## src/pkg/flash_ctl_defs.vh

```
`ifndef FLASH_CTL_DEFS_VH
`define FLASH_CTL_DEFS_VH
// Register word indices
`define OFS_LOCK 12'h0F4
`define OFS_MODCFG 12'h0F5
`define OFS_CTRL 12'h0F7
`define OFS_UNPROT 12'h0F0
`define OFS_STATUS 12'h100
// Control register fields
`define CTL_PROG 0
`define CTL_ERASE 1
`define CTL_HV 3
`define CTL_SWAI 4
// Unprotect bit position in the unprotect register
`define UNPROT_BIT 4
// Reset values
`define RST_BOOT_BLOCK_PROTECT 1'b1
// Timing in nanoseconds, clock period in ns
`define CLK_PERIOD_NS 5
`define T_SEL_HV_NS 10000
`define T_HV_WR_NS 5000
`define T_PGM_MIN_NS 30000
`define T_PGM_MAX_NS 40000
`define SEL_HV_CYC ((`T_SEL_HV_NS + `CLK_PERIOD_NS - 1) / `CLK_PERIOD_NS)
`define HV_WR_CYC ((`T_HV_WR_NS + `CLK_PERIOD_NS - 1) / `CLK_PERIOD_NS)
`define PGM_MIN_CYC ((`T_PGM_MIN_NS + `CLK_PERIOD_NS - 1) / `CLK_PERIOD_NS)
`define PGM_MAX_CYC (`T_PGM_MAX_NS / `CLK_PERIOD_NS)
// Array geometry
`define ROW_WORDS 32
`define BOOT_BASE 16'h6000
`define BOOT_TOP 16'h7FFF
`define BOOT_BASE_HI 16'hE000
`endif

```

## src/design/flash_row_program_erase_control.v

```verilog
`timescale 1ns/1ps
`default_nettype none
`include "flash_ctl_defs.vh"
module flash_row_program_erase_control #(
	parameter AW = 16
) (
	input wire core_clk,
	input wire rst,
	input wire hsel,
	input wire [31:0] haddr,
	input wire [1:0] htrans,
	input wire hwrite,
	input wire [2:0] hsize,
	input wire [31:0] hwdata,
	input wire hready,
	output reg [31:0] hrdata,
	output wire hreadyout,
	output wire hresp,
	input wire arrayWrValid,
	input wire [AW-1:0] arrayWrAddr,
	input wire [15:0] arrayWrData,
	input wire specialMode,
	input wire lowPowerReq,
	input wire cfgWordUnprot,
	output reg arrayPgmStrobe,
	output reg arrayEraseStrobe,
	output reg eraseBootBlock,
	output reg [AW-1:0] pgmAddr,
	output reg [15:0] pgmData,
	output wire pumpOn,
	output wire programConfig,
	output wire eraseConfig
);
	// Sequencer states
	localparam S_IDLE = 3'd0;
	localparam S_SELECTED = 3'd1;
	localparam S_HV = 3'd2;
	localparam S_READY = 3'd3;
	localparam S_WORD = 3'd4;
	// Enforced waits and the maximum word gap in clock cycles, then row length and boot window bases
	localparam [15:0] SEL_HV = `SEL_HV_CYC;
	localparam [15:0] HV_WR = `HV_WR_CYC;
	localparam [15:0] PGM_MIN = `PGM_MIN_CYC;
	localparam [15:0] PGM_MAX = `PGM_MAX_CYC;
	localparam [5:0] ROW_END = `ROW_WORDS;
	localparam [AW-1:0] BOOT_LO = `BOOT_BASE;
	localparam [AW-1:0] BOOT_HI = `BOOT_BASE_HI;

	reg lock_ff;
	reg bootProt_ff;
	reg unprot_ff;
	reg unprotLoaded_ff;
	reg progSel_ff;
	reg eraseSel_ff;
	reg high_voltage_enable_ff;
	reg swai_ff;
	reg [2:0] state_ff;
	reg [15:0] timer_ff;
	reg [AW-1:0] rowBase_ff;
	reg [5:0] wordCnt_ff;
	reg seqErr_ff;
	reg dWr_ff;
	reg [11:0] dAddr_ff;
	reg [2:0] nxt_state;
	reg [15:0] nxt_timer;
	reg [15:0] wordAge_ff;
	reg [31:0] nxt_rdata;

	// Registers are word-indexed: the byte address is four times the index
	wire [11:0] apIdx = haddr[13:2];
	wire apValid = hsel & hready & htrans[1];
	wire ctlWr = dWr_ff & (dAddr_ff == `OFS_CTRL);
	wire [7:0] wb = hwdata[7:0];
	wire busy = progSel_ff | eraseSel_ff | high_voltage_enable_ff;
	// Setting a select is refused while protected, in special mode as well
	wire allowed = unprot_ff;
	wire abortNow = lowPowerReq;
	// Boot block sits in either 8K window
	wire inBoot = (arrayWrAddr[AW-1:13] == BOOT_HI[AW-1:13]) |
		(arrayWrAddr[AW-1:13] == BOOT_LO[AW-1:13]);
	wire inRow = (arrayWrAddr[AW-1:6] == rowBase_ff[AW-1:6]);
	wire aligned = ~arrayWrAddr[0];
	wire wordTake = (state_ff == S_READY) && (nxt_state == S_WORD);

	assign hreadyout = 1'b1;
	assign hresp = 1'b0;
	assign pumpOn = high_voltage_enable_ff;
	assign programConfig = progSel_ff;
	assign eraseConfig = eraseSel_ff;

	// Write address phase is held for the data phase
	always @(posedge core_clk or posedge rst) begin
		if (rst) begin
			dWr_ff <= 1'b0;
			dAddr_ff <= 12'h000;
		end else begin
			dWr_ff <= apValid & hwrite;
			dAddr_ff <= apIdx;
		end
	end

	always @* begin
		case (apIdx)
		`OFS_LOCK: nxt_rdata = {31'h0, lock_ff};
		`OFS_MODCFG: nxt_rdata = {31'h0, bootProt_ff};
		`OFS_CTRL: nxt_rdata = {27'h0, swai_ff, high_voltage_enable_ff, 1'b0, eraseSel_ff,
			progSel_ff};
		`OFS_UNPROT: nxt_rdata = {27'h0, unprot_ff, 4'h0};
		`OFS_STATUS: nxt_rdata = {18'h0, wordCnt_ff, seqErr_ff, 4'h0,
			state_ff};
		default: nxt_rdata = 32'h0000_0000;
		endcase
	end

	// Read data is taken in the address phase and stands in the data phase
	always @(posedge core_clk or posedge rst) begin
		if (rst) begin
			hrdata <= 32'h0000_0000;
		end else if (apValid && !hwrite) begin
			hrdata <= nxt_rdata;
		end
	end

	// Configuration word is sampled on the first edge after reset release
	always @(posedge core_clk or posedge rst) begin
		if (rst) begin
			unprot_ff <= 1'b0;
			unprotLoaded_ff <= 1'b0;
		end else if (!unprotLoaded_ff) begin
			unprot_ff <= cfgWordUnprot;
			unprotLoaded_ff <= 1'b1;
		end else if (dWr_ff && dAddr_ff == `OFS_UNPROT) begin
			if (specialMode || !wb[`UNPROT_BIT])
				unprot_ff <= wb[`UNPROT_BIT];
		end
	end

	always @(posedge core_clk or posedge rst) begin
		if (rst) begin
			lock_ff <= 1'b0;
			bootProt_ff <= `RST_BOOT_BLOCK_PROTECT;
			swai_ff <= 1'b0;
		end else begin
			if (dWr_ff && dAddr_ff == `OFS_LOCK && (specialMode || !lock_ff))
				lock_ff <= wb[0];
			if (dWr_ff && dAddr_ff == `OFS_MODCFG && !lock_ff && !busy)
				bootProt_ff <= wb[0];
			if (ctlWr)
				swai_ff <= wb[`CTL_SWAI];
		end
	end

	// Select bits and high voltage
	always @(posedge core_clk or posedge rst) begin
		if (rst) begin
			progSel_ff <= 1'b0;
			eraseSel_ff <= 1'b0;
			high_voltage_enable_ff <= 1'b0;
		end else if (abortNow) begin
			progSel_ff <= 1'b0;
			eraseSel_ff <= 1'b0;
			high_voltage_enable_ff <= 1'b0;
		end else if (ctlWr) begin
			// Setting a select is refused while the other is set or both asked
			if (!wb[`CTL_PROG])
				progSel_ff <= 1'b0;
			else if (!eraseSel_ff && !wb[`CTL_ERASE] && allowed && !high_voltage_enable_ff)
				progSel_ff <= 1'b1;
			if (!wb[`CTL_ERASE])
				eraseSel_ff <= 1'b0;
			else if (!progSel_ff && !wb[`CTL_PROG] && allowed && !high_voltage_enable_ff)
				eraseSel_ff <= 1'b1;
			if (!wb[`CTL_HV])
				high_voltage_enable_ff <= 1'b0;
			else if (state_ff == S_SELECTED && timer_ff == 16'h0 &&
				(progSel_ff || eraseSel_ff))
				high_voltage_enable_ff <= 1'b1;
		end
	end

	// Sequencer: timer counts down the enforced minimum waits
	always @* begin
		nxt_state = state_ff;
		nxt_timer = (timer_ff != 16'h0) ? timer_ff - 16'd1 : 16'h0;
		case (state_ff)
		S_IDLE: begin
			if ((progSel_ff || eraseSel_ff) && arrayWrValid && aligned) begin
				nxt_state = S_SELECTED;
				nxt_timer = SEL_HV;
			end
		end
		S_SELECTED: begin
			if (high_voltage_enable_ff) begin
				nxt_state = progSel_ff ? S_HV : S_READY;
				nxt_timer = HV_WR;
			end
		end
		S_HV: begin
			// A data word arriving before this wait ends is ignored
			if (timer_ff == 16'h0)
				nxt_state = S_READY;
		end
		S_READY: begin
			if (progSel_ff && arrayWrValid && aligned && inRow) begin
				nxt_state = S_WORD;
				nxt_timer = PGM_MIN;
			end
		end
		S_WORD: begin
			if (timer_ff == 16'h0)
				nxt_state = S_READY;
		end
		default: nxt_state = S_IDLE;
		endcase
		if (abortNow || (!progSel_ff && !eraseSel_ff && !high_voltage_enable_ff))
			nxt_state = S_IDLE;
	end

	always @(posedge core_clk or posedge rst) begin
		if (rst) begin
			state_ff <= S_IDLE;
			timer_ff <= 16'h0;
		end else begin
			state_ff <= nxt_state;
			timer_ff <= nxt_timer;
		end
	end

	// Cycles since the last accepted data word, saturating at the maximum
	always @(posedge core_clk or posedge rst) begin
		if (rst) begin
			wordAge_ff <= 16'h0;
		end else if (wordTake) begin
			wordAge_ff <= 16'h0;
		end else if (wordAge_ff != PGM_MAX) begin
			wordAge_ff <= wordAge_ff + 16'd1;
		end
	end

	// Array strobes; a program strobe can only clear bits
	always @(posedge core_clk or posedge rst) begin
		if (rst) begin
			arrayPgmStrobe <= 1'b0;
			arrayEraseStrobe <= 1'b0;
			eraseBootBlock <= 1'b0;
			pgmAddr <= {AW{1'b0}};
			pgmData <= 16'hFFFF;
			rowBase_ff <= {AW{1'b0}};
			wordCnt_ff <= 6'h0;
			seqErr_ff <= 1'b0;
		end else begin
			arrayPgmStrobe <= 1'b0;
			arrayEraseStrobe <= 1'b0;
			if (state_ff == S_IDLE && nxt_state == S_SELECTED) begin
				rowBase_ff <= arrayWrAddr;
				wordCnt_ff <= 6'h0;
				seqErr_ff <= 1'b0;
				eraseBootBlock <= ~bootProt_ff;
			end
			if (state_ff == S_SELECTED && nxt_state == S_READY && eraseSel_ff)
				arrayEraseStrobe <= 1'b1;
			if (state_ff == S_READY && nxt_state == S_WORD) begin
				wordCnt_ff <= wordCnt_ff + 6'd1;
				if (!(bootProt_ff && inBoot)) begin
					arrayPgmStrobe <= 1'b1;
					pgmAddr <= arrayWrAddr;
					pgmData <= arrayWrData;
				end
			end
			// Late word: the next word can no longer meet the maximum
			if (progSel_ff && state_ff == S_READY && !wordTake &&
				wordAge_ff == PGM_MAX && wordCnt_ff != 6'h0 &&
				wordCnt_ff != ROW_END)
				seqErr_ff <= 1'b1;
			if (arrayWrValid && progSel_ff && state_ff != S_IDLE &&
				(!aligned || !inRow))
				seqErr_ff <= 1'b1;
		end
	end
endmodule // flash_row_program_erase_control
`default_nettype wire

```

## config.mk

```make
export PLATFORM = sky130hd
export DESIGN_NAME = flash_row_program_erase_control
export DESIGN_NICKNAME = d
export VERILOG_FILES = /design/src/design/flash_row_program_erase_control.v
export VERILOG_INCLUDE_DIRS = /design/src /design/src/pkg
export SDC_FILE = /design/constraint.sdc
export NUM_CORES = 1
export LEC_CHECK = 0
export BUFFER_PORTS_ARGS = -buffer_cell sky130_fd_sc_hd__buf_2
export CAP_MARGIN = 10
export CORE_MARGIN = 5
export CORE_UTILIZATION = 46
export DETAILED_ROUTE_END_ITERATION = 8
export MAX_ROUTING_LAYER = met4
export PLACE_DENSITY = 0.76
export SYNTH_ARGS = -nofsm -noshare
export SYNTH_HDL_FRONTEND = slang
export SYNTH_SLANG_ARGS = --single-unit
```

## constraint.sdc

```tcl
create_clock -name core_clk -period 3.37 [get_ports core_clk]
set_input_delay 0.337 -clock core_clk [delete_from_list [all_inputs] [get_ports core_clk]]
set_output_delay 0.337 -clock core_clk [all_outputs]
set_load 0.1 [all_outputs]
```

== Word-level counts from Yosys, hierarchy flattened ==
Index checks and enable logic that the tools add are counted.

* Register bits after elaboration: 146
* Bits of input ports: 110
* Word-level logic and storage cells: 165

* $add $sub $neg: 3
* Equal/unequal tests: 27
* Multiplexer cells: 38
* Bitwise logic cells: 10
* Reductions and logical operators: 65

{| class="wikitable"
|+ Operators with widths
! kind !! number
|-
| $eq 12x8->1 const B || 8
|-
| $mux 16 || 6
|-
| $pmux 14 s5 || 1
|-
| $pmux 16 s3 || 1
|-
| $logic_and 1x1->1 || 34
|-
| $mux 1 || 22
|-
| $add 16x1->16 const B || 1
|-
| $eq 16x13->1 const B || 1
|-
| $logic_not 16->1 || 1
|-
| $ne 16x13->1 const B || 1
|-
| $reduce_bool 16->1 || 1
|-
| $sub 16x1->16 const B || 1
|-
| $mux 3 || 5
|-
| $eq 12x9->1 const B || 1
|-
| $eq 3x2->1 const B || 4
|-
| $mux 6 || 2
|-
| $pmux 3 s4 || 1
|-
| $logic_not 1->1 || 11
|-
| $eq 10x10->1 || 1
|-
| $reduce_and 2->1 || 5
|-
| $eq 3x3->1 const B || 3
|-
| $ne 3x1->1 const B || 3
|-
| $add 6x1->6 const B || 1
|-
| $eq 3x1->1 const B || 2
|-
| other kinds (11) || 26
|}

== Depth between registers and ports, before layout ==
Gate-level depths: netlist of run 1.

* Word-level depth: 15
* Mapped depth: 8
* Gate-level depth less buffers: 7

== Worst setup path before layout of run 1 ==
Ideal clock, no wire load.

* Path kind: reg2reg
* Start: reg high_voltage_enable_ff (netlist: pumpOn)
* End: reg pgmAddr[10]
* Library setup time: 0.125 ns
* Arrival time: 2.569 ns
* Setup slack: 0.675 ns
* Stages on the path, launching flop included: 7
* Path buffers: 1
* Period minus slack after synthesis: 2.695 ns
* Cells stage by stage: dfrtp_1 -> nor3_1 -> nor2_1 -> nand2_1 -> nor4b_2 -> buf_2 -> mux2_2

* Word-level cells in the longest chain between the ends: 7
* Elaborated cells on any way between the ends: 9

{| class="wikitable"
|+ RTL lines
! what !! line !! RTL
|-
| from (decl) || flash_row_program_erase_control.v:55 || <nowiki>reg high_voltage_enable_ff;</nowiki>
|-
| from (signal assigned) || flash_row_program_erase_control.v:158 || <nowiki>high_voltage_enable_ff <= 1'b0;</nowiki>
|-
| from (signal assigned) || flash_row_program_erase_control.v:162 || <nowiki>high_voltage_enable_ff <= 1'b0;</nowiki>
|-
| from (signal assigned) || flash_row_program_erase_control.v:174 || <nowiki>high_voltage_enable_ff <= 1'b0;</nowiki>
|-
| branches (longest 3 deep; another with $pmux 3 s4) || -- ||
|-
| $mux 3 * || flash_row_program_erase_control.v:215 || <nowiki>if (abortNow || (!progSel_ff && !eraseSel_ff && !high_voltage_enable_ff))</nowiki>
|-
| $eq 3x3->1 * || flash_row_program_erase_control.v:262 || <nowiki>if (state_ff == S_READY && nxt_state == S_WORD) begin</nowiki>
|-
| $logic_and 1x1->1 * || flash_row_program_erase_control.v:262 ||
|-
| $reduce_and 2->1 (no source line) * || -- ||
|-
| to (signal assigned) || flash_row_program_erase_control.v:246 || <nowiki>pgmAddr <= {AW{1'b0}};</nowiki>
|-
| to (signal assigned) || flash_row_program_erase_control.v:266 || <nowiki>pgmAddr <= arrayWrAddr;</nowiki>
|-
| to (decl) || flash_row_program_erase_control.v:28 || <nowiki>output reg [AW-1:0] pgmAddr,</nowiki>
|}

Mark *: on every way between the ends.
A chain may end at the register's enable or synchronous reset.

== Worst setup path in the final report of run 1 ==
* Start: reg timer_ff[0]
* End: reg high_voltage_enable_ff (netlist: pumpOn)

* Word-level cells in the longest chain between the ends: 5

{| class="wikitable"
|+ RTL lines
! what !! line !! RTL
|-
| from (decl) || flash_row_program_erase_control.v:58 || <nowiki>reg [15:0] timer_ff;</nowiki>
|-
| from (signal assigned) || flash_row_program_erase_control.v:225 || <nowiki>timer_ff <= nxt_timer;</nowiki>
|-
| $logic_not 16->1 || flash_row_program_erase_control.v:175 || <nowiki>else if (state_ff == S_SELECTED && timer_ff == 16'h0 &&</nowiki>
|-
| $logic_and 1x1->1 (2 in series) || flash_row_program_erase_control.v:175 ||
|-
| $ne 3x1->1 (no source line) || -- ||
|-
| $reduce_and 2->1 (no source line) || -- ||
|-
| to (signal assigned) || flash_row_program_erase_control.v:162 ||
|-
| to (signal assigned) || flash_row_program_erase_control.v:174 ||
|-
| to (signal assigned) || flash_row_program_erase_control.v:177 || <nowiki>high_voltage_enable_ff <= 1'b1;</nowiki>
|}

Every way passes these cells.

==> reports/results.tsv, run 1 <==
stage	metric	value	unit
drt	routed_wl	12400	µm
setup_path	regToRegSetupSlack	710	ps
die	coreArea	12100	µm²
yosys	syn-mean-instance-area	11.2	µm²
clock_tree	worstSkewPairLatency	420	ps
setup_path	critPathCaptureType	register	
sta	finalMaxSlewViolations	0	
sta	fin_setup_tns	0	ps
layout	final_common_cell	buf_2	
place	gp_congestion	0.909	
setup_path	crit_fanout	7	
power_and_ir_drop	power_leakage	3.31	nW
flow_run	max_cap_viol_count	0	
power_and_ir_drop	switching_share	0.231	
setup_path	r2r-end	pumpOn$_DFFE_PP0P_	
setup_path	crit_buf_inv	1	
clock_tree	htreeDepth	4	
yosys	synth_xor_area_frac	0.0555	
setup_path	max_stage_delay	570	ps
sta	finalHoldViolations	0	
yosys	synth_cell_types	57	
place	place_area	6370	µm²
layout	fill_cells	993	
layout	seqCellArea	3020	µm²
power_and_ir_drop	p_int	2.76	mW
power_and_ir_drop	clkPwrFrac	0.526	
yosys	async_flop_share	1.00	
die	pin_count	182	
setup_path	r2r_start	timer_ff[0]$_DFF_PP0_	
drt	drcViolationCount	0	
yosys	synth_compound_gate_area_share	0.0881	
place	post-dp-hpwl	9040	µm
layout	syn2layout_area_growth	23.2	%
sta	finalSetupViolations	0	
global_routing	grt_pass1_wl	20800	µm
setup_path	crit_chain	inv_1, ha_1, or4b_4, nor4_4, nand2_2, or4_1, a211oi_1	
setup_path	critPathLaunchType	register	
place	place_ws	741	ps
die	die_area	14700	µm²
die	fp.dieH	121	µm
clock_tree	path_clk_slew	50	ps
yosys	synth_cells	506	
setup_path	worstSetupPathType	register to register	
die	start_util	0.471	
clock_tree	cts_resized	0	
hold_path	hold-path-endpoint	dAddr_ff[10]$_DFF_PP0_	
power_and_ir_drop	seqPwrFrac	0.410	
layout	drive_gt1_frac	0.356	
yosys	synth_fa_ha_area_frac	0.0110	
power_and_ir_drop	powerDensity	513	nW/µm²
die	die_w	121	µm
global_routing	grt_antenna_before_repair	2	
global_routing	grtUsageTotal	0.182	
yosys	synthSimpleGateAreaFrac	0.171	
setup_path	cp.depth	7	
layout	stdcell_area	7000	µm²
yosys	synthMuxAreaShare	0.0886	
yosys	synth_edf_count	0	
drt	drtIter0Drc	234	
setup_path	slowest_stage	or4_1	
place	port_buffers	107	
yosys	synth_top_family_by_area	simple AND/OR/NAND/NOR gates	
yosys	ys_ff_latch	120	
drt	vias	4236	
clock_tree	cts_setup_buffers	0	
run_status	status	finished, final reports clean	
die	row_count	40	
yosys	ys_warn_count	0	
clock_tree	clk_path_buf_depth	2	
drt	via_per_inst	5.25	
layout	final_nets	739	
layout	multiInputGateArea	2450	µm²
hold_path	hp-class	input pin to register	
global_routing	gr-total-overflow	0	
sta	fin_crit	2660	ps
clock_tree	hold_buffers	0	
setup_path	cp_top_family	simple AND/OR/NAND/NOR gates	
drt	wl_per_cell	15.4	µm
power_and_ir_drop	p_switching	0.829	mW
power_and_ir_drop	peakVddDrop	0.333	mV
yosys	seq_area_frac_synth	0.532	
hold_path	hp-start	haddr[12]	
sta	relSlewSlack	0.330	
sta	rsz0062_at_grt	false	
drt	antenna_left	0	
clock_tree	cts_root_buf	clkbuf_16	
setup_path	required	3700	ps
sta	fmax	376	MHz
layout	final_cell_mix	buf_2, dfrtp_1, nor2_1, mux2_2, nand2_1	
setup_path	worstRegToRegCells	7	
yosys	synth_ff_type	dfrtp_1	
hold_path	hold_depth	1	
sta	final.setup.worst_slack	714	ps
clock_tree	cts_tree	done	
power_and_ir_drop	pwr-share-comb	0.064	
clock_tree	clock_sink_count	120	
global_routing	grt_max_degree	58	
sta	worst_slew_pin_slew	1000	ps
sta	fin_crit_sh	0.788	
drt	detail_route.first_pass.iterations	4	
sta	fin_worst_skew	12.3	ps
global_routing	grt_pass1_vias	4404	
yosys	synth_area	5680	µm²
clock_tree	cts_buffers	17	
setup_path	arrival	2990	ps
## per-stage QoR
step | power, mW | hold slack [ps] | std cells | util
CTS | 3.63 | 29.6 | 805 | 0.580
global route | 3.72 | 31.2 | 807 | 0.580
detailed placement | 1.73 | 454 | 773 | 0.528
finish | 3.59 | 34.9 | 807 | 0.580
floorplan | 1.68 | 368 | 527 | -
global placement | 1.72 | 452 | 773 | 0.528
## how the worst max path moves through the flow
stage               slack, ps                      end             startpoint
global route              560       pumpOn$_DFFE_PP0P_  timer_ff[0]$_DFF_PP0_
detailed placement        740       pumpOn$_DFFE_PP0P_  timer_ff[0]$_DFF_PP0_
global placement          810       pumpOn$_DFFE_PP0P_  timer_ff[0]$_DFF_PP0_
finish                    710       pumpOn$_DFFE_PP0P_  timer_ff[0]$_DFF_PP0_
floorplan                 680  pgmAddr[10]$_DFFE_PP0P_     pumpOn$_DFFE_PP0P_
CTS                       720       pumpOn$_DFFE_PP0P_  timer_ff[0]$_DFF_PP0_
## layout make-up
| type | count | area share |
|---|---|---|
| Clock buffer | 20 | 0.0638 |
| Antenna cell | 2 | 0.000715 |
| Timing Repair Buffer | 117 | 0.0890 |
| Clock inverter | 12 | 0.0252 |
| Multi-Input combinational cell | 352 | 0.350 |
| Sequential cell | 120 | 0.432 |
| Inverter | 16 | 0.00912 |
| Tap cell | 168 | 0.0300 |
## worst reg2reg max path: cells and delay by family (launching register included)
kind	cells	cell delay, ps
AND/OR/NAND/NOR	4	1650
flip-flops	1	390
AO/OA/AOI/OAI	1	230
adder cells (fa/ha/maj)	1	210
buffers and inverters	1	90
## Yosys cell counts (5+ instances only)
cell	number	area share
nor3_1	18	0.016
nor2_1	44	0.029
nand3_1	18	0.016
nor4b_1	6	0.0093
nor2b_1	7	0.0077
nand2_1	26	0.017
a22o_1	8	0.012
dfrtp_1	103	0.45
a211oi_1	11	0.015
xor2_1	14	0.022
xnor2_1	22	0.034
a21oi_1	6	0.0053
nor4_1	7	0.0077
ha_1	5	0.011
buf_4	22	0.029
or3_1	5	0.0055
inv_1	16	0.011
mux2_2	42	0.083
and3_1	7	0.0077
o21ai_0	13	0.011
dfstp_2	17	0.079
nand4_1	9	0.0099
clkbuf_1	13	0.0086
nand2b_1	6	0.0066
## layer usage
layer | up-vias | part of all wire | track usage
li1 | 2018 | - | -
met3 | 17 | 0.077 | 0.0620
met5 | - | 0 | -
met2 | 147 | 0.46 | 0.275
met4 | 0 | 0.014 | 0.0574
met1 | 2054 | 0.45 | 0.233
## power groups by stage
| stage | registers [mW] | clock network (mW) | logic [mW] |
|---|---|---|---|
| after floorplan | 1.49 | 0 | 0.184 |
| after CTS | 1.47 | 1.92 | 0.230 |
| after global routing | 1.47 | 2.00 | 0.245 |
| after global placement | 1.50 | 0 | 0.224 |
| final | 1.47 | 1.89 | 0.229 |
| after detailed placement | 1.50 | 0 | 0.229 |
## cells by family (layout without fill, tap and decap cells)
family / after synthesis / in the layout
adder cells (fa/ha/maj): 5 / 5
flip-flops: 120 / 120
XOR/XNOR: 36 / 36
multiplexers: 45 / 45
other: 2 / 25
AND/OR/NAND/NOR: 176 / 176
buffers and inverters: 55 / 165
AO/OA/AOI/OAI: 67 / 67
## registers in the layout, summed over array words and instances (netlist names), 3 cells and up
signal / flops
pgmAddr: 16
pgmData: 16
timer_ff: 16
wordAge_ff: 16
dAddr_ff: 12
hrdata: 12
rowBase_ff: 10
wordCnt_ff: 6
state_ff: 3
Note: power is estimated with default switching activity, not from simulation.
==> inputs of run 2 (changes only) <==
- CORE_UTILIZATION: 46 -> 51
- PLACE_DENSITY: 0.76 -> 0.8
- clock period: 3.37 -> 2.6 ns (I/O delays scaled with it)
==> run 2 against run 1 <==
  * Clock power grew 35%
  * Global-route usage increased by 3.5 points
  * Sequential share of layout area down 2.4 points
  * Sequential power grew 30%
  * Register-to-register slack worse by 520 ps
  * Via count up 5.2%
  * Design area rose by 5.9%
  * Power is 34% higher
  * Maximum frequency grew 10%
  * First-iteration DRC count is 26% higher
  * Largest cell class unchanged
  * Non-clock buffer count up 40
  * Critical path depth unchanged
==> reports/results.tsv, run 2 (synthesis gave the netlist of run 1 again) <==
stage	metric	value	unit	change
sta	fmax	416	MHz	was 376 MHz
layout	syn2layout_area_growth	30.5	%	was 23.2%
drt	detail_route.first_pass.iterations	5		was 4
clock_tree	cts_root_buf	clkbuf_8		was clkbuf_16
power_and_ir_drop	pwr-share-comb	0.071		was 0.064
clock_tree	htreeDepth	4		unchanged
setup_path	regToRegSetupSlack	190	ps	was 710 ps
die	die_area	13300	µm²	was 14700 µm²
clock_tree	path_clk_slew	60	ps	was 50 ps
clock_tree	cts_tree	done		unchanged
die	pin_count	182		unchanged
die	coreArea	10900	µm²	was 12100 µm²
setup_path	r2r_start	timer_ff[0]$_DFF_PP0_		unchanged
global_routing	gr-total-overflow	0		unchanged
layout	fin_util	0.681		was 0.580
sta	fin_crit	2410	ps	was 2660 ps
clock_tree	clock_sink_count	120		unchanged
sta	final.setup.worst_slack	194	ps	was 714 ps
run_status	status	finished, final reports clean		unchanged
layout	final_cells	818		was 807
drt	vias	4458		was 4236
global_routing	grt_pass1_vias	4731		was 4404
setup_path	worstSetupPathType	register to register		unchanged
drt	antenna_left	0		unchanged
setup_path	cp.depth	7		unchanged
power_and_ir_drop	switching_share	0.228		was 0.231
layout	final_nets	779		was 739
power_and_ir_drop	p_int	3.71	mW	was 2.76 mW
die	start_util	0.522		was 0.471
power_and_ir_drop	p_switching	1.10	mW	was 0.829 mW
drt	wl_per_cell	16.5	µm	was 15.4 µm
sta	relSlewSlack	0.507		was 0.330
die	fp.dieH	116	µm	was 121 µm
flow_run	max_cap_viol_count	0		unchanged
setup_path	crit_start	timer_ff[0]$_DFF_PP0_		unchanged
power_and_ir_drop	power_leakage	3.49	nW	was 3.31 nW
layout	drive_gt1_frac	0.346		was 0.356
die	row_count	38		was 40
power_and_ir_drop	clkPwrFrac	0.532		was 0.526
setup_path	cp_top_family	simple AND/OR/NAND/NOR gates		unchanged
setup_path	critPathLaunchType	register		unchanged
setup_path	slowest_stage	or4_1		unchanged
power_and_ir_drop	powerDensity	648	nW/µm²	was 513 nW/µm²
layout	multiInputGateArea	2450	µm²	about the same
sta	whs	25.5	ps	was 34.9 ps
place	post-dp-hpwl	9010	µm	was 9040 µm
layout	final_common_cell	buf_2		unchanged
layout	fill_cells	755		was 993
power_and_ir_drop	seqPwrFrac	0.398		was 0.410
sta	finalMaxSlewViolations	0		unchanged
layout	final_cell_mix	buf_2, dfrtp_1, nor2_1, mux2_2, dlygate4sd3_1		was buf_2, dfrtp_1, nor2_1, mux2_2, nand2_1
clock_tree	cts_buffers	17		unchanged
global_routing	grt_antenna_before_repair	1		was 2
clock_tree	clk_path_buf_depth	2		unchanged
drt	drcViolationCount	0		unchanged
setup_path	max_stage_delay	510	ps	was 570 ps
place	gp_congestion	0.889		was 0.909
setup_path	critPathCaptureType	register		unchanged
global_routing	grt_pass1_wl	22400	µm	was 20800 µm
layout	seqCellArea	3030	µm²	was 3020 µm²
sta	finalSetupViolations	0		unchanged
place	port_buffers	107		unchanged
clock_tree	worstSkewPairLatency	520	ps	was 420 ps
setup_path	worstRegToRegCells	7		unchanged
setup_path	required	3020	ps	was 3700 ps
clock_tree	cts_setup_buffers	0		unchanged
sta	fin_crit_sh	0.925		was 0.788
place	placed_cells	747		was 773
sta	fin_setup_tns	0	ps	unchanged
place	place_ws	193	ps	was 741 ps
drt	via_per_inst	5.45		was 5.25
setup_path	r2r-end	pumpOn$_DFFE_PP0P_		unchanged
drt	drtIter0Drc	296		was 234
power_and_ir_drop	peakVddDrop	0.570	mV	was 0.333 mV
drt	routed_wl	13500	µm	was 12400 µm
setup_path	arrival	2830	ps	was 2990 ps
setup_path	crit_buf_inv	1		unchanged
setup_path	crit_fanout	4		was 7
setup_path	critPathCapture	pumpOn$_DFFE_PP0P_		unchanged
global_routing	grtUsageTotal	0.218		was 0.182
sta	worst_slew_pin_slew	738	ps	was 1000 ps
hold_path	hp-class	input pin to register		unchanged
setup_path	crit_chain	inv_1, ha_1, or4b_4, nor4_4, nand2_2, or4_1, a211oi_1		unchanged
global_routing	grt_max_degree	121		was 58
sta	finalHoldViolations	0		unchanged
die	die_w	116	µm	was 121 µm
sta	rsz0062_at_grt	false		unchanged
sta	fin_worst_skew	7.57	ps	was 12.3 ps
## run 2: cell count changes in the layout (fill, tap and decap cells not counted), moves of 2 or more
cell           delta
clkbuf_1          -2
clkbuf_8          +2
clkinv_2          -3
dfrtp_1           -2
dfrtp_2           +2
dlygate4sd3_1    +38
inv_6             +2
## run 2: what timing repair did
action / CTS / global route
hold endpoints to repair: 141 / 0
resized for setup: 0 / 1
hold buffers: 38 / 0
endpoints found under the setup margin: 0 / 1
## run 2: worst min-delay path by stage
stage | endpoint | cells after the start | from | slack, ps
after detailed placement | dAddr_ff[9]$_DFF_PP0_ | 1 | haddr[11] | 390
final | pgmAddr[13]$_DFFE_PP0P_ | 2 | arrayWrAddr[13] | 30
after floorplan | dAddr_ff[0]$_DFF_PP0_ | 0 | haddr[2] | 290
after global placement | dAddr_ff[10]$_DFF_PP0_ | 1 | haddr[12] | 390
after global routing | rowBase_ff[8]$_DFFE_PP0P_ | 2 | arrayWrAddr[8] | 9
after CTS | pgmAddr[13]$_DFFE_PP0P_ | 2 | arrayWrAddr[13] | 7
## run 2: worst reg2reg max path: stages, from the launching register on
cell	delay, ps
dfrtp_1	390
inv_1	80
ha_1	210
or4b_4	490
nor4_4	310
nand2_2	80
or4_1	510
a211oi_1	230
## run 2: routing by layer
metal | wire (µm) | GRT usage
met1 | 5640 | 0.262
met2 | 6640 | 0.348
met3 | 1080 | 0.0736
met4 | 180 | 0.0681
met5 | 0 | -
## run 2: power groups by stage
stage               clock network, mW  registers, mW  logic (mW)
floorplan                           0           1.94       0.238
global placement                    0           1.94       0.287
detailed placement                  0           1.94       0.292
CTS                              2.60           1.91       0.338
global route                     2.69           1.91       0.361
finish                           2.56           1.91       0.339
## run 2: final cells by class
cell class | count | area share
repair buffers | 157 | 0.139
multi-input cells | 352 | 0.331
flip-flops and latches | 120 | 0.408
clock buffers | 19 | 0.0596
diodes | 1 | 0.000338
well taps | 140 | 0.0236
inverters | 16 | 0.00861
clock inverters | 13 | 0.0292
## run 2: through the flow
| step | total power [mW] | instance area (µm²) |
|---|---|---|
| after floorplan | 2.17 | 5760 |
| after global placement | 2.23 | 6360 |
| after detailed placement | 2.23 | 6360 |
| after CTS | 4.85 | 7400 |
| after global routing | 4.96 | 7410 |
| final | 4.80 | 7410 |
==> inputs of run 3 (changes only) <==
- REMOVE_ABC_BUFFERS: default -> 1
==> run 3 against run 2 <==
  * Clock power fell by 11%
  * Routed wire length is 6.7% higher
  * Worst hold slack worse by 12 ps
  * Clock skew is 4.6 ps higher
  * Sequential power barely moved
  * Via count grew 1.1%
==> reports/results.tsv, run 3 (synthesis gave the netlist of run 1 again) <==
stage	metric	value	unit	change
layout	syn2layout_area_growth	29.5	%	was 30.5%
setup_path	r2r_start	timer_ff[0]$_DFF_PP0_		unchanged
layout	final_nets	782		was 779
clock_tree	cts_tree	done		unchanged
layout	stdcell_area	7350	µm²	was 7410 µm²
layout	fin_util	0.675		was 0.681
drt	wl_per_cell	17.6	µm	was 16.5 µm
layout	final_common_cell	buf_2		unchanged
sta	fin_crit	2440	ps	was 2410 ps
sta	fin_worst_skew	12.2	ps	was 7.57 ps
power_and_ir_drop	powerDensity	616	nW/µm²	was 648 nW/µm²
die	die_w	116	µm	unchanged
die	row_count	38		unchanged
place	place_ws	205	ps	was 193 ps
drt	drtIter0Drc	286		was 296
global_routing	grtUsageTotal	0.234		was 0.218
place	place_area	6370	µm²	was 6360 µm²
setup_path	critPathCaptureType	register		unchanged
die	coreArea	10900	µm²	unchanged
global_routing	grt_pass1_wl	23700	µm	was 22400 µm
power_and_ir_drop	clkPwrFrac	0.501		was 0.532
power_and_ir_drop	p_switching	1.14	mW	was 1.10 mW
die	die_area	13300	µm²	unchanged
setup_path	worstSetupPathType	input pin to register		was register to register
drt	vias	4507		was 4458
place	gp_congestion	0.927		was 0.889
power_and_ir_drop	pwr-share-comb	0.077		was 0.071
drt	antenna_left	0		unchanged
global_routing	gr-total-overflow	0		unchanged
run_status	status	finished, final reports clean		unchanged
clock_tree	worstSkewPairLatency	530	ps	was 520 ps
clock_tree	clk_path_buf_depth	2		unchanged
clock_tree	path_clk_slew	70	ps	was 60 ps
global_routing	grt_antenna_before_repair	0		was 1
place	port_buffers	107		unchanged
sta	fmax	410	MHz	was 416 MHz
setup_path	critPathLaunchType	input pin		was register
power_and_ir_drop	p_int	3.39	mW	was 3.71 mW
setup_path	arrival	2850	ps	was 2830 ps
drt	via_per_inst	5.50		was 5.45
global_routing	grt_pass1_vias	4754		was 4731
die	start_util	0.522		unchanged
clock_tree	cts_buffers	17		unchanged
layout	final_cell_mix	buf_2, dfrtp_1, nor2_1, mux2_2, dlygate4sd3_1		unchanged
flow_run	max_cap_viol_count	0		unchanged
setup_path	crit_fanout	7		was 4
drt	detail_route.first_pass.iterations	7		was 5
drt	drcViolationCount	0		unchanged
drt	routed_wl	14400	µm	was 13500 µm
sta	finalMaxSlewViolations	0		unchanged
sta	relSlewSlack	0.512		was 0.507
die	pin_count	182		unchanged
layout	antennaDiodeCount	0		was 1
power_and_ir_drop	power_leakage	3.46	nW	was 3.49 nW
die	fp.dieH	116	µm	unchanged
setup_path	required	3010	ps	was 3020 ps
clock_tree	clock_sink_count	120		unchanged
sta	fin_crit_sh	0.937		was 0.925
sta	worst_slew_pin_slew	731	ps	was 738 ps
hold_path	hp-start	arrayWrAddr[7]		was arrayWrAddr[13]
sta	rsz0062_at_grt	false		unchanged
clock_tree	cts_root_buf	clkbuf_8		unchanged
layout	drive_gt1_frac	0.343		was 0.346
power_and_ir_drop	seqPwrFrac	0.422		was 0.398
power_and_ir_drop	peakVddDrop	0.432	mV	was 0.570 mV
sta	fin_setup_tns	0	ps	unchanged
power_and_ir_drop	switching_share	0.253		was 0.228
place	post-dp-hpwl	9060	µm	was 9010 µm
sta	finalHoldViolations	0		unchanged
clock_tree	htreeDepth	4		unchanged
hold_path	hp-class	input pin to register		unchanged
sta	final.setup.worst_slack	163	ps	was 194 ps
sta	finalSetupViolations	0		unchanged
global_routing	grt_max_degree	99		was 121
setup_path	crit_start	arrayWrAddr[10]		was timer_ff[0]$_DFF_PP0_
run 3: metrics by stage:
stage	std cells	power (mW)	hold slack [ps]
6_report	820	4.53	13.0
5_1_grt	820	4.68	12.4
4_1_cts	820	4.54	1.04
3_5_place_dp	748	2.24	242
3_3_place_gp	748	2.23	239
2_1_floorplan	488	2.15	291
run 3: worst paths after layout:
path,endpoint,slack [ps],cells after the start
min reg2reg,timer_ff[0]$_DFF_PP0_,470,1
min,pgmAddr[7]$_DFFE_PP0P_,10,2
max,timer_ff[7]$_DFF_PP0_,160,7
min in group asynchronous,wordAge_ff[10]$_DFFE_PP0P_,250,3
max reg2reg,pumpOn$_DFFE_PP0P_,190,7
max in group asynchronous,bootProt_ff$_DFFE_PP1P_,1540,4
run 3: cell type report:
cell class | instances | area, µm²
clock buffer | 18 | 428
tap | 140 | 175
inverter | 16 | 62.6
timing repair buffer | 160 | 1060
sequential | 120 | 3020
multi-input combinational | 352 | 2450
fill | 757 | 3530
clock inverter | 14 | 150
run 3: power groups by stage:
stage | Clock (mW) | Sequential [mW] | Combinational (mW)
6_report | 2.27 | 1.91 | 0.349
5_1_grt | 2.39 | 1.91 | 0.373
4_1_cts | 2.29 | 1.91 | 0.344
3_3_place_gp | 0 | 1.94 | 0.288
2_1_floorplan | 0 | 1.94 | 0.212
3_5_place_dp | 0 | 1.94 | 0.295
run 3: metal layers:
layer / wire length (µm) / part of all wire / vias to the layer above / track usage
li1: - / - / 2093 / -
met1: 5710 / 0.40 / 2204 / 0.268
met2: 7260 / 0.50 / 185 / 0.395
met3: 1130 / 0.078 / 25 / 0.0715
met4: 344 / 0.024 / 0 / 0.0775
met5: 0 / 0 / - / -
run 3: worst max-delay path, cell delays in order:
cell and delay, ps:
dlygate4sd3_1 550, buf_2 160, nor2b_1 140, nor3_1 390, nand2_1 270, or4b_2 800, a32o_1 270
run 3: repair_timing:
action,in CTS,in global routing
setup endpoints to repair,0,1
hold buffers,40,0
hold endpoints to repair,65,0
setup buffers,0,0
resized for setup,0,1
